==> config.mk <==
export PLATFORM = sky130hd
export DESIGN_NAME = ccc_top
export DESIGN_NICKNAME = d
export VERILOG_FILES = /design/src/shared/ccc_pkg.sv /design/src/shared/ccc_sync_if.sv /design/src/hw/ccc_sync.sv /design/src/hw/ccc_edge.sv /design/src/hw/ccc_top.sv
export SDC_FILE = /design/constraint.sdc
export NUM_CORES = 1
export LEC_CHECK = 0
export ABC_AREA = 1
export BUFFER_PORTS_ARGS = -buffer_cell sky130_fd_sc_hd__buf_2
export CAP_MARGIN = 20
export CORE_MARGIN = 1
export CORE_UTILIZATION = 56
export DETAILED_ROUTE_END_ITERATION = 8
export GPL_TIMING_DRIVEN = 1
export PLACE_DENSITY = 0.74
export SLEW_MARGIN = 10
export SYNTH_ARGS = -nofsm -noshare
export SYNTH_HDL_FRONTEND = slang
export SYNTH_HIERARCHICAL = 1
export SYNTH_SLANG_ARGS = --single-unit
==> constraint.sdc <==
create_clock -name pclk -period 2.6 [get_ports pclk]
set_input_delay 0.39 -clock pclk [delete_from_list [all_inputs] [get_ports pclk]]
set_output_delay 0.39 -clock pclk [all_outputs]
set_load 0.02 [all_outputs]
==> src/shared/ccc_pkg.sv <==
// ccc_pkg: constants shared by the calibration counter block
// assumes: APB register bus with 32-bit data on a 100 MHz pclk
package ccc_pkg;

	// ******************************
	// bus and datapath widths
	// ******************************
	localparam int ADDR_W = 8;
	localparam int DATA_W = 32;
	localparam int CNT_W = 24;
	localparam int SRC_N = 8;
	localparam int SRC_IDX_W = 3;
	localparam int SEL_W = 4;
	localparam int IRQ_W = 1;

	// ******************************
	// register byte offsets
	// ******************************
	localparam logic [ADDR_W-1:0] OFF_REF_PROGRAM = 8'h00;
	localparam logic [ADDR_W-1:0] OFF_MEAS_READBACK = 8'h04;
	localparam logic [ADDR_W-1:0] OFF_FAST_SELECT = 8'h08;
	localparam logic [ADDR_W-1:0] OFF_SLOW_SELECT = 8'h0C;
	localparam logic [ADDR_W-1:0] OFF_IRQ_STATUS = 8'h10;
	localparam logic [ADDR_W-1:0] OFF_IRQ_CLEAR = 8'h14;
	localparam logic [ADDR_W-1:0] OFF_IRQ_ENABLE = 8'h18;

	// ******************************
	// field positions
	// ******************************
	localparam int DONE_POS = 31;
	localparam int CAL1_SEL_LSB = 0;
	localparam int CAL2_SEL_LSB = 8;
	localparam int SLOW_SEL_LSB = 0;
	localparam int IRQ_DONE_POS = 0;

	// fast select code that routes the slow selection through
	localparam logic [SEL_W-1:0] SEL_SLOW_ROUTE = 4'hF;

	// ******************************
	// reset values
	// ******************************
	localparam logic [CNT_W-1:0] RST_COUNT = 24'h00_0000;
	localparam logic [SEL_W-1:0] RST_SEL = 4'h0;
	localparam logic [IRQ_W-1:0] RST_IRQ = 1'h0;
	localparam logic [DATA_W-1:0] RST_RDATA = 32'h0000_0000;

endpackage : ccc_pkg

==> src/shared/ccc_sync_if.sv <==
// ccc_sync_if: synchronised clock source levels, sync stage to user
// assumes: both ends on pclk; only the last two stages are exposed
`timescale 1ns/1ns
interface ccc_sync_if;
	logic [ccc_pkg::SRC_N-1:0] stage_mid; // second flop of each chain
	logic [ccc_pkg::SRC_N-1:0] stage_last; // third flop of each chain
	modport producer (output stage_mid, output stage_last);
	modport consumer (input stage_mid, input stage_last);
endinterface : ccc_sync_if

==> src/hw/ccc_sync.sv <==
// ccc_sync: three-flop synchroniser for every calibration clock source
// assumes: sources are asynchronous to pclk and slower than pclk / 4
`timescale 1ns/1ns
module ccc_sync (
	input wire logic pclk, // register clock
	input wire logic presetn, // async reset, active low
	input wire logic [ccc_pkg::SRC_N-1:0] src_raw, // raw clock sources
	ccc_sync_if.producer sif // synchronised stages out
);
	// ******************************
	// chains
	// ******************************
	logic [ccc_pkg::SRC_N-1:0] first_reg;
	logic [ccc_pkg::SRC_N-1:0] mid_reg;
	logic [ccc_pkg::SRC_N-1:0] last_reg;

	// first stage feeds only the second, never any logic
	always_ff @(posedge pclk or negedge presetn) begin
		if (!presetn) begin
			first_reg <= '0;
			mid_reg <= '0;
			last_reg <= '0;
		end else begin
			first_reg <= src_raw;
			mid_reg <= first_reg;
			last_reg <= mid_reg;
		end
	end

	assign sif.stage_mid = mid_reg;
	assign sif.stage_last = last_reg;
endmodule : ccc_sync

==> src/hw/ccc_edge.sv <==
// ccc_edge: filtered rising edge detect on one synchronised clock
// assumes: mid and last come from the same synchroniser chain
`timescale 1ns/1ns
module ccc_edge (
	input wire logic pclk, // register clock
	input wire logic presetn, // async reset, active low
	input wire logic mid, // second sync stage
	input wire logic last, // third sync stage
	output logic rise // one-cycle pulse per rising edge
);
	// ******************************
	// level filter
	// ******************************
	logic level_reg;
	logic level_next;
	logic rise_reg;
	logic rise_next;

	// a change counts only once both late stages agree
	always_comb begin
		level_next = level_reg;
		rise_next = 1'b0;
		if (mid == last && mid != level_reg) begin
			level_next = mid;
			rise_next = mid;
		end
	end

	always_ff @(posedge pclk or negedge presetn) begin
		if (!presetn) begin
			level_reg <= 1'b0;
			rise_reg <= 1'b0;
		end else begin
			level_reg <= level_next;
			rise_reg <= rise_next;
		end
	end

	assign rise = rise_reg;

	AST_RISE_AGREE: assert property (@(posedge pclk) disable iff (!presetn)
		rise_reg |-> $past(mid) && $past(last))
		else $error("edge pulse without agreeing sync stages");
endmodule : ccc_edge

==> src/hw/ccc_top.sv <==
// ccc_top: clock calibration counters with APB register access
// assumes: APB3 master on pclk; clock sources are asynchronous pins
//
// Behaviour
// - counter one steps down by one on each rising edge of cal clock one while running.
// - counter two steps up by one on each rising edge of cal clock two while running.
// - once counter one is zero counter two stops and keeps its value for reading.
// - counter one reaching zero sets the done bit in the programming register.
// - software writes the start count and the block loads it as counter one.
// - counter two is readable in its own readback register.
// - either cal clock may be any source, picked by fast and slow select registers.
`timescale 1ns/1ns
module ccc_top (
	input wire logic pclk, // register clock, 100 MHz
	input wire logic presetn, // async reset, active low
	input wire logic psel, // apb select
	input wire logic penable, // apb access phase
	input wire logic pwrite, // apb direction, high = write
	input wire logic [ccc_pkg::ADDR_W-1:0] paddr, // apb byte address
	input wire logic [ccc_pkg::DATA_W-1:0] pwdata, // apb write data
	output logic [ccc_pkg::DATA_W-1:0] prdata, // apb read data
	output logic pready, // apb ready
	output logic pslverr, // apb error, unmapped address
	input wire logic [ccc_pkg::SRC_N-1:0] clk_src, // async clock sources
	output logic irq // level interrupt
);
	// ******************************
	// source selection
	// ******************************
	// fast code SEL_SLOW_ROUTE hands the choice to the slow register
	function automatic logic [ccc_pkg::SRC_IDX_W-1:0] src_index(
		input logic [ccc_pkg::SEL_W-1:0] fast_code,
		input logic [ccc_pkg::SEL_W-1:0] slow_code);
		logic [ccc_pkg::SEL_W-1:0] code;
		code = fast_code;
		if (fast_code == ccc_pkg::SEL_SLOW_ROUTE) begin
			code = slow_code;
		end
		return code[ccc_pkg::SRC_IDX_W-1:0];
	endfunction : src_index

	// ******************************
	// state
	// ******************************
	logic [ccc_pkg::CNT_W-1:0] count1_reg, count1_next;
	logic [ccc_pkg::CNT_W-1:0] count2_reg, count2_next;
	logic running_reg, running_next;
	logic done_reg, done_next;
	logic [ccc_pkg::SEL_W-1:0] cal1_sel_reg, cal1_sel_next;
	logic [ccc_pkg::SEL_W-1:0] cal2_sel_reg, cal2_sel_next;
	logic [ccc_pkg::SEL_W-1:0] slow_sel_reg, slow_sel_next;
	logic [ccc_pkg::IRQ_W-1:0] status_reg, status_next;
	logic [ccc_pkg::IRQ_W-1:0] enable_reg, enable_next;
	logic irq_reg, irq_next;
	logic [ccc_pkg::DATA_W-1:0] prdata_reg, prdata_next;
	logic pready_reg, pready_next;
	logic pslverr_reg, pslverr_next;

	logic [ccc_pkg::SRC_IDX_W-1:0] idx1, idx2;
	logic edge1, edge2;
	logic setup, access, wr_access;
	logic start, done_evt, mapped;
	logic [ccc_pkg::IRQ_W-1:0] clr_bits;

	ccc_sync_if sif ();

	// ******************************
	// synchronisers and edge filters
	// ******************************
	ccc_sync u_sync (
		.pclk(pclk),
		.presetn(presetn),
		.src_raw(clk_src),
		.sif(sif.producer)
	);

	// changing a select mid-run may yield one spurious edge
	assign idx1 = src_index(cal1_sel_reg, slow_sel_reg);
	assign idx2 = src_index(cal2_sel_reg, slow_sel_reg);

	ccc_edge u_edge1 (
		.pclk(pclk),
		.presetn(presetn),
		.mid(sif.stage_mid[idx1]),
		.last(sif.stage_last[idx1]),
		.rise(edge1)
	);

	ccc_edge u_edge2 (
		.pclk(pclk),
		.presetn(presetn),
		.mid(sif.stage_mid[idx2]),
		.last(sif.stage_last[idx2]),
		.rise(edge2)
	);

	// ******************************
	// bus phase decode
	// ******************************
	assign setup = psel && !penable;
	assign access = psel && penable && pready_reg;
	assign wr_access = access && pwrite;
	assign start = wr_access && paddr == ccc_pkg::OFF_REF_PROGRAM;
	assign clr_bits = (wr_access && paddr == ccc_pkg::OFF_IRQ_CLEAR) ?
		pwdata[ccc_pkg::IRQ_W-1:0] : '0;
	assign mapped = paddr == ccc_pkg::OFF_REF_PROGRAM ||
		paddr == ccc_pkg::OFF_MEAS_READBACK ||
		paddr == ccc_pkg::OFF_FAST_SELECT ||
		paddr == ccc_pkg::OFF_SLOW_SELECT ||
		paddr == ccc_pkg::OFF_IRQ_STATUS ||
		paddr == ccc_pkg::OFF_IRQ_CLEAR ||
		paddr == ccc_pkg::OFF_IRQ_ENABLE;

	// ******************************
	// measurement
	// ******************************
	// a start write wins over any edge in the same cycle
	always_comb begin
		count1_next = count1_reg;
		count2_next = count2_reg;
		running_next = running_reg;
		done_next = done_reg;
		done_evt = 1'b0;
		if (start) begin
			count1_next = pwdata[ccc_pkg::CNT_W-1:0];
			count2_next = ccc_pkg::RST_COUNT;
			done_next = 1'b0;
			running_next = 1'b1;
		end else if (running_reg) begin
			if (count1_reg == ccc_pkg::RST_COUNT) begin
				running_next = 1'b0;
				done_next = 1'b1;
				done_evt = 1'b1;
			end else begin
				if (edge1) begin
					count1_next = count1_reg - 24'h00_0001;
				end
				if (edge2) begin
					count2_next = count2_reg + 24'h00_0001;
				end
			end
		end
	end

	always_ff @(posedge pclk or negedge presetn) begin
		if (!presetn) begin
			count1_reg <= ccc_pkg::RST_COUNT;
			count2_reg <= ccc_pkg::RST_COUNT;
			running_reg <= 1'b0;
			done_reg <= 1'b0;
		end else begin
			count1_reg <= count1_next;
			count2_reg <= count2_next;
			running_reg <= running_next;
			done_reg <= done_next;
		end
	end

	// ******************************
	// configuration and interrupt
	// ******************************
	// status set beats a clear landing in the same cycle
	always_comb begin
		cal1_sel_next = cal1_sel_reg;
		cal2_sel_next = cal2_sel_reg;
		slow_sel_next = slow_sel_reg;
		enable_next = enable_reg;
		if (wr_access && paddr == ccc_pkg::OFF_FAST_SELECT) begin
			cal1_sel_next = pwdata[ccc_pkg::CAL1_SEL_LSB +: ccc_pkg::SEL_W];
			cal2_sel_next = pwdata[ccc_pkg::CAL2_SEL_LSB +: ccc_pkg::SEL_W];
		end
		if (wr_access && paddr == ccc_pkg::OFF_SLOW_SELECT) begin
			slow_sel_next = pwdata[ccc_pkg::SLOW_SEL_LSB +: ccc_pkg::SEL_W];
		end
		if (wr_access && paddr == ccc_pkg::OFF_IRQ_ENABLE) begin
			enable_next = pwdata[ccc_pkg::IRQ_W-1:0];
		end
		status_next = status_reg & ~clr_bits;
		status_next[ccc_pkg::IRQ_DONE_POS] =
			status_next[ccc_pkg::IRQ_DONE_POS] | done_evt;
		irq_next = |(status_next & enable_next);
	end

	always_ff @(posedge pclk or negedge presetn) begin
		if (!presetn) begin
			cal1_sel_reg <= ccc_pkg::RST_SEL;
			cal2_sel_reg <= ccc_pkg::RST_SEL;
			slow_sel_reg <= ccc_pkg::RST_SEL;
			status_reg <= ccc_pkg::RST_IRQ;
			enable_reg <= ccc_pkg::RST_IRQ;
			irq_reg <= 1'b0;
		end else begin
			cal1_sel_reg <= cal1_sel_next;
			cal2_sel_reg <= cal2_sel_next;
			slow_sel_reg <= slow_sel_next;
			status_reg <= status_next;
			enable_reg <= enable_next;
			irq_reg <= irq_next;
		end
	end

	// ******************************
	// apb answer
	// ******************************
	// read data is captured in setup, so access always ends in one cycle
	always_comb begin
		prdata_next = prdata_reg;
		pready_next = 1'b0;
		pslverr_next = 1'b0;
		if (setup) begin
			pready_next = 1'b1;
			pslverr_next = !mapped;
			prdata_next = ccc_pkg::RST_RDATA;
			if (pwrite) begin
				prdata_next = ccc_pkg::RST_RDATA;
			end else if (paddr == ccc_pkg::OFF_REF_PROGRAM) begin
				prdata_next[ccc_pkg::CNT_W-1:0] = count1_reg;
				prdata_next[ccc_pkg::DONE_POS] = done_reg;
			end else if (paddr == ccc_pkg::OFF_MEAS_READBACK) begin
				prdata_next[ccc_pkg::CNT_W-1:0] = count2_reg;
			end else if (paddr == ccc_pkg::OFF_FAST_SELECT) begin
				prdata_next[ccc_pkg::CAL1_SEL_LSB +: ccc_pkg::SEL_W] =
					cal1_sel_reg;
				prdata_next[ccc_pkg::CAL2_SEL_LSB +: ccc_pkg::SEL_W] =
					cal2_sel_reg;
			end else if (paddr == ccc_pkg::OFF_SLOW_SELECT) begin
				prdata_next[ccc_pkg::SLOW_SEL_LSB +: ccc_pkg::SEL_W] =
					slow_sel_reg;
			end else if (paddr == ccc_pkg::OFF_IRQ_STATUS) begin
				prdata_next[ccc_pkg::IRQ_W-1:0] = status_reg;
			end else if (paddr == ccc_pkg::OFF_IRQ_ENABLE) begin
				prdata_next[ccc_pkg::IRQ_W-1:0] = enable_reg;
			end
		end
	end

	always_ff @(posedge pclk or negedge presetn) begin
		if (!presetn) begin
			prdata_reg <= ccc_pkg::RST_RDATA;
			pready_reg <= 1'b0;
			pslverr_reg <= 1'b0;
		end else begin
			prdata_reg <= prdata_next;
			pready_reg <= pready_next;
			pslverr_reg <= pslverr_next;
		end
	end

	assign prdata = prdata_reg;
	assign pready = pready_reg;
	assign pslverr = pslverr_reg;
	assign irq = irq_reg;

	// ******************************
	// assertions
	// ******************************
	AST_COUNT1_DOWN: assert property (@(posedge pclk) disable iff (!presetn)
		running_reg && edge1 && !start && count1_reg != 24'h00_0000
		|=> count1_reg == $past(count1_reg) - 24'h00_0001)
		else $error("counter one did not step down");

	AST_COUNT2_UP: assert property (@(posedge pclk) disable iff (!presetn)
		running_reg && edge2 && !start && count1_reg != 24'h00_0000
		|=> count2_reg == $past(count2_reg) + 24'h00_0001)
		else $error("counter two did not step up");

	AST_COUNT2_HOLD: assert property (@(posedge pclk) disable iff (!presetn)
		(!running_reg && !start) [*2] |-> $stable(count2_reg))
		else $error("counter two moved after the run ended");

	AST_DONE_SET: assert property (@(posedge pclk) disable iff (!presetn)
		running_reg && count1_reg == 24'h00_0000 && !start
		|=> done_reg && !running_reg && status_reg[0])
		else $error("done not raised when counter one hit zero");

	AST_LOAD: assert property (@(posedge pclk) disable iff (!presetn)
		start |=> count1_reg == $past(pwdata[23:0]) && running_reg)
		else $error("start value not loaded");

	AST_READBACK: assert property (@(posedge pclk) disable iff (!presetn)
		setup && !pwrite && paddr == ccc_pkg::OFF_MEAS_READBACK
		|=> pready && prdata[23:0] == $past(count2_reg))
		else $error("readback does not show counter two");

	AST_SELECT: assert property (@(posedge pclk) disable iff (!presetn)
		wr_access && paddr == ccc_pkg::OFF_FAST_SELECT && pwdata[3:0] != 4'hF
		|=> idx1 == $past(pwdata[2:0]))
		else $error("cal clock one not routed to chosen source");

	AST_RESTART: assert property (@(posedge pclk) disable iff (!presetn)
		start |=> !done_reg && count2_reg == 24'h00_0000)
		else $error("start did not clear done and counter two");

	// irq is registered from the next values, so it tracks the level exactly
	AST_IRQ_LEVEL: assert property (@(posedge pclk) disable iff (!presetn)
		irq == (status_reg[0] && enable_reg[0]))
		else $error("interrupt low while enabled status set");

	COV_DONE: cover property (@(posedge pclk) disable iff (!presetn)
		$rose(done_reg) && count2_reg != 24'h00_0000);
	COV_IRQ: cover property (@(posedge pclk) disable iff (!presetn)
		$rose(irq));
	COV_RESTART: cover property (@(posedge pclk) disable iff (!presetn)
		start && running_reg);
	COV_SLOW_ROUTE: cover property (@(posedge pclk) disable iff (!presetn)
		cal2_sel_reg == 4'hF && edge2 && running_reg);
endmodule : ccc_top

==> impl_metrics.json, run 1 <==
{
  "synth.distinct_cells": 34,
  "power_switching_mw": 2.67,
  "clock-root-buffer": "clkbuf_16",
  "clk_latency_ps": 430,
  "drive_above_1_share_pct": 12.5,
  "cp_cell_sequence": "inv_1, ha_1, nand2_1, nor2_2, nand3_4, nand3_2, nand2_2, o21ai_0",
  "avgRoutedWirePerCell_um": 14.3,
  "clock_skew_ps": 8.60,
  "synth_edf_count": 0,
  "path_class": "flop to flop",
  "slew_headroom_pct": 61.5,
  "place_hpwl_mm": 12.5,
  "gp_congestion": 0.947,
  "vias_per_cell": 5.36,
  "std_cell_rows": 40,
  "post_cts_resized": 0,
  "pwr-share-clk_pct": 33.8,
  "hold_viol_final": 0,
  "drt_first_pass_iters": 5,
  "setup_viol": 0,
  "slew_viol_final": 0,
  "path_max_fanout": 27,
  "synthFlopType": "dfrtp_1",
  "async_flop_share_pct": 100,
  "r2r_slack_ps": 410,
  "cts_max_level": 4,
  "grt_antenna_before_repair": 0,
  "vdd_ir_drop_max_uv": 552,
  "cp-end-kind": "flop",
  "p_per_area_nw_per_um2": 853,
  "yosys_warnings": 6,
  "p_sw_share_pct": 39.6,
  "totalWireLength_mm": 17.3,
  "p_int_mw": 4.08,
  "syn-cell-area_um2": 6880,
  "cp.required_ps": 2930,
  "cts_num_sinks": 120,
  "drc_errors": 0,
  "cts_tree": "yes",
  "core_um2": 12000,
  "cts_buffers": 17,
  "dpl_cell_area_um2": 7330,
  "first_global_vias": 6180,
  "period_share_pct": 84.3,
  "io_pins": 88,
  "die_w_um": 113,
  "grt_pass1_wl_mm": 29.7,
  "areaGrowthSynthToFinish_pct": 14.9,
  "layout_common_cells": "nand2_1 (356), dfrtp_1 (120), nor2_1 (105)",
  "grt_usage_pct": 30.0,
  "diodes": 0,
  "die-height_um": 113,
  "clkTransAtPathRegs_ps": 60,
  "seq_area_frac_synth_pct": 43.6,
  "syn_inst": 980,
  "min-delay-path-class": "primary input to flop",
  "arrival_ps": 2520,
  "fin_setup_tns_ps": 0,
  "drt_iter0_markers": 412,
  "max_cap_violations": 0,
  "vias": 6481,
  "largest_reg_flops": 25,
  "final_common_cell": "nand2_1",
  "rsz0062_at_grt": "no",
  "final_nets": 1105,
  "tightest_slew_ps": 577,
  "post_cts_buffers": 0,
  "cts_max_path_buffers": 2,
  "fmax_mhz": 456,
  "cp_slowest_stage_delay_ps": 380,
  "ant_nets": 0,
  "ys_ff_latch": 120,
  "period_needed_ps": 2190,
  "grt_max_degree": 45,
  "avgSynthCellArea_um2": 7.02,
  "die-area_um2": 12700,
  "start_util_pct": 57.3,
  "combPwrFrac_pct": 27.9,
  "io_buffers": 72,
  "design_area_um2": 7910,
  "power_leakage_nw": 4.17,
  "critPathLaunchType": "flop",
  "status": "finished clean",
  "pwr-share-seq_pct": 38.3,
  "crit_slowest_cell": "dfrtp_1",
  "overflow": 0
}
[per-layer routing]
layer	part of all wire, %	track usage [%]	wire [um]
met3	5.5	5.73	946
met5	0	0	0
met1	45	39.9	7820
met2	47	48.2	8110
met4	2.4	13.2	422
[power by group through the flow]
stage,Combinational (mW),Clock [mW],Sequential [mW]
finish,1.88,2.28,2.58
global route,2.22,2.38,2.63
CTS,1.88,2.29,2.57
detailed placement,1.85,0,2.59
global placement,1.82,0,2.59
floorplan,1.45,0,2.47
[stage by stage]
stage                     util, %  hold WS, ps  total power, mW  instances  setup WS, ps
after global routing         65.9         52.2             7.23       1209           228
after detailed placement     61.0          335             4.45       1176           459
after global placement       61.0          331             4.41       1176           489
after CTS                    65.9         51.9             6.74       1209           398
final                        65.9         60.4             6.75       1209           409
after floorplan                 -         94.4             3.92        986          1020
[worst paths after layout]
| path | startpoint | endpoint | depth (start not counted) |
|---|---|---|---|
| worst max-delay path | count1_reg[0]$_DFFE_PN0P_ | count2_reg[16]$_DFFE_PN0P_ | 8 |
| worst max register to register | count1_reg[0]$_DFFE_PN0P_ | count2_reg[16]$_DFFE_PN0P_ | 8 |
| worst min register to register | u_sync/first_reg[2]$_DFF_PN0_ | u_sync/sif.stage_mid[2]$_DFF_PN0_ | 0 |
| max in group asynchronous | presetn | prdata[31]$_DFFE_PN0P_ | 3 |
| worst min-delay path | clk_src[5] | u_sync/first_reg[5]$_DFF_PN0_ | 1 |
| min in group asynchronous | presetn | prdata[2]$_DFFE_PN0P_ | 2 |
[logic make-up after synthesis]
logic type | share of synthesized area, %
and+or+nand+nor | 35.8
buffers and inverters | 8.31
DFF | 43.6
AOI/OAI and AO/OA | 9.34
xor gates and xnor gates | 2.04
adders and majority gates | 0.545
muxes | 0.327
other | 0.0545
[worst max-delay path: cells and delay by family, from the launching register on]
family	cells	cell delay (ps)
compound gates	1	310
simple gates	5	1000
fa+ha+maj	1	210
buf+inv	1	180
flops	1	380
[synth_stat cells (all sizes together) (2+ instances only)]
master,instances,area [um^2]
mux2,2,22.5
o22ai,6,37.5
nor2,110,430
o211ai,17,128
nand2,359,1360
ha,3,37.5
buf,29,196
a21oi,24,120
xor2,10,87.6
nor3,3,15.0
a21boi,3,22.5
nand3,102,541
or2,4,25.0
inv,89,334
o21ai,65,325
nand4,13,81.3
clkbuf,10,37.5
xnor2,6,52.6
dfrtp,120,3000
[final cells by class]
class                   count  area (um^2)
repair buffers             83          485
fillers                  1118         4100
inverters                  90          338
clock buffers              17          425
multi-input cells         737         3330
well taps                 147          184
clock inverters            15          144
flip-flops and latches    120         3000
[repair_timing]
| item | in CTS | in global routing |
|---|---|---|
| endpoints found under the hold margin | 39 | 0 |
| setup endpoints to repair | 0 | 0 |
| hold buffers | 1 | 0 |
Note: power is estimated with default switching activity, not from simulation.
==> inputs of run 2 (changes only) <==
--- a/config.mk
+++ b/config.mk
@@ -9,10 +9,10 @@
 export BUFFER_PORTS_ARGS = -buffer_cell sky130_fd_sc_hd__buf_2
 export CAP_MARGIN = 20
 export CORE_MARGIN = 1
-export CORE_UTILIZATION = 56
+export CORE_UTILIZATION = 53
 export DETAILED_ROUTE_END_ITERATION = 8
 export GPL_TIMING_DRIVEN = 1
-export PLACE_DENSITY = 0.74
+export PLACE_DENSITY = 0.73
 export SLEW_MARGIN = 10
 export SYNTH_ARGS = -nofsm -noshare
 export SYNTH_HDL_FRONTEND = slang
==> constraint.sdc (replaced) <==
create_clock -name pclk -period 1.9 [get_ports pclk]
set_input_delay 0.285 -clock pclk [delete_from_list [all_inputs] [get_ports pclk]]
set_output_delay 0.285 -clock pclk [all_outputs]
set_load 0.02 [all_outputs]
==> run 2 against run 1 <==
Sequential cell count is the same; die area rose by 5.6%; sequential share of layout area shrank 2.4 points; routed wire length up 5.7%; first-iteration DRC count is 26% higher; largest cell class unchanged.
==> impl_metrics.json, run 2 (synthesis gave the netlist of run 1 again) <==
{
  "status": "finished clean",
  "r2r-end": "count1_reg[15]$_DFFE_PN0P_",
  "core_um2": 12600,
  "areaGrowthSynthToFinish_pct": 22.6,
  "critPathLaunchType": "flop",
  "io_pins": 88,
  "io_buffers": 72,
  "power_leakage_nw": 4.45,
  "ant_nets": 0,
  "fin_setup_tns_ps": 0,
  "place_hpwl_mm": 13.2,
  "final_nets": 1151,
  "grt_pass1_wl_mm": 30.6,
  "die_w_um": 116,
  "clkTransAtPathRegs_ps": 60,
  "layout_common_cells": "nand2_1 (355), dfrtp_1 (120), nor2_1 (101)",
  "design_area_um2": 8440,
  "dp.cells": 1239,
  "period_needed_ps": 1770,
  "min-delay-path-class": "primary input to flop",
  "cts_tree": "yes",
  "std_cell_rows": 41,
  "cts_max_level": 4,
  "p_per_area_nw_per_um2": 1140,
  "min_from": "penable",
  "path_class": "flop to flop",
  "worstReg2RegStart": "count1_reg[12]$_DFFE_PN0P_",
  "drive_above_1_share_pct": 16.0,
  "tightest_slew_ps": 552,
  "overflow": 0,
  "slew_headroom_pct": 63.2,
  "path_max_fanout": 23,
  "grt_antenna_before_repair": 0,
  "dpl_cell_area_um2": 7720,
  "drt_first_pass_iters": 5,
  "slew_viol_final": 0,
  "die-area_um2": 13400,
  "final_cell_count_no_fill": 1280,
  "cts_buffers": 17,
  "cts_num_sinks": 120,
  "vdd_ir_drop_max_uv": 794,
  "first_global_vias": 6372,
  "clock_skew_ps": 7.66,
  "holdPathEnd": "pready$_DFF_PN0_",
  "hold_viol_final": 0,
  "clock-root-buffer": "clkbuf_16",
  "vias": 6742,
  "r2r_slack_ps": 130,
  "rr_worst_depth": 9,
  "drc_errors": 0,
  "vias_per_cell": 5.27,
  "max_cap_violations": 0,
  "cp-end-kind": "flop",
  "period_share_pct": 93.0,
  "hold-path-cell-count": 2,
  "setup_viol": 0,
  "grt_usage_pct": 30.0,
  "drt_iter0_markers": 521,
  "power_mw": 9.65,
  "avgRoutedWirePerCell_um": 14.3,
  "cp.required_ps": 2210,
  "clk_latency_ps": 430,
  "die-height_um": 116,
  "start_util_pct": 54.5,
  "diodes": 0,
  "final_common_cell": "nand2_1",
  "rsz0062_at_grt": "yes",
  "fmax_mhz": 566,
  "largest_reg_flops": 25,
  "arrival_ps": 2070,
  "grt_max_degree": 40,
  "cts_max_path_buffers": 2,
  "totalWireLength_mm": 18.3,
  "gp_congestion": 0.914,
  "post_cts_buffers": 0
}
-- run 2: cell types whose count changed in the layout (fill, tap and decap cells not counted), sizes merged --
| cell | previous run | this run |
|---|---|---|
| clkbuf | 17 | 18 |
| dlygate4sd3 | 1 | 9 |
| buf | 82 | 120 |
| clkinv | 1 | 6 |
| bufinv | 0 | 2 |
| clkinvlp | 2 | 1 |
| inv | 102 | 95 |
-- run 2: what timing repair did --
action / CTS / global route
hold endpoints to repair: 43 / 0
hold buffers: 9 / 0
endpoints found under the setup margin: 0 / 8
resized for setup: 0 / 7
-- run 2: layout make-up --
class | count | area, um^2
fill | 1104 | 4180
multi-input combinational | 737 | 3350
sequential | 120 | 3000
timing repair buffer | 129 | 930
clock buffer | 18 | 439
inverter | 90 | 338
tap | 172 | 215
clock inverter | 14 | 165
-- run 2: per-layer routing --
metal,track usage (%),vias to the layer above,part of all wire [%]
met2,49.5,215,48
met5,0,-,0
met4,10.8,0,2.3
met1,39.0,3127,44
li1,-,3360,-
met3,6.43,40,5.5
-- run 2: worst max-delay path by stage --
| stage | from | to | slack [ps] |
|---|---|---|---|
| after CTS | count1_reg[12]$_DFFE_PN0P_ | count2_reg[0]$_DFFE_PN0P_ | 120 |
| after global routing | count1_reg[0]$_DFFE_PN0P_ | count1_reg[14]$_DFFE_PN0P_ | -2 |
| after floorplan | count1_reg[0]$_DFFE_PN0P_ | count1_reg[9]$_DFFE_PN0P_ | 320 |
| final | count1_reg[12]$_DFFE_PN0P_ | count1_reg[15]$_DFFE_PN0P_ | 130 |
| after global placement | paddr[1] | count1_reg[16]$_DFFE_PN0P_ | 150 |
| after detailed placement | paddr[1] | count1_reg[16]$_DFFE_PN0P_ | 130 |
-- run 2: per-stage QoR --
stage,setup WS [ps],utilization (%),hold WS (ps)
after CTS,117,66.7,46.9
after global placement,151,61.2,302
after floorplan,319,-,-10.6
after detailed placement,128,61.2,298
final,132,66.8,55.0
after global routing,-2.17,66.8,52.6
-- run 2: power breakdown --
group          switching [mW]  total [mW]  leakage [nW]  internal (mW)
registers               0.503        3.47          1.57           2.96
logic                    1.85        2.90          2.58           1.05
clock network            1.27        3.27         0.296           2.00
total                    3.63        9.65          4.45           6.02
-- run 2: critical path: stages, from the launching register on --
cell     delay (ps)
dfrtp_1         440
nor2_1          200
nand2_1         140
nor2_4          160
nand3_4         130
nand3_4          90
nand2_2         130
buf_12          200
nand2_1          60
o21ai_0          80
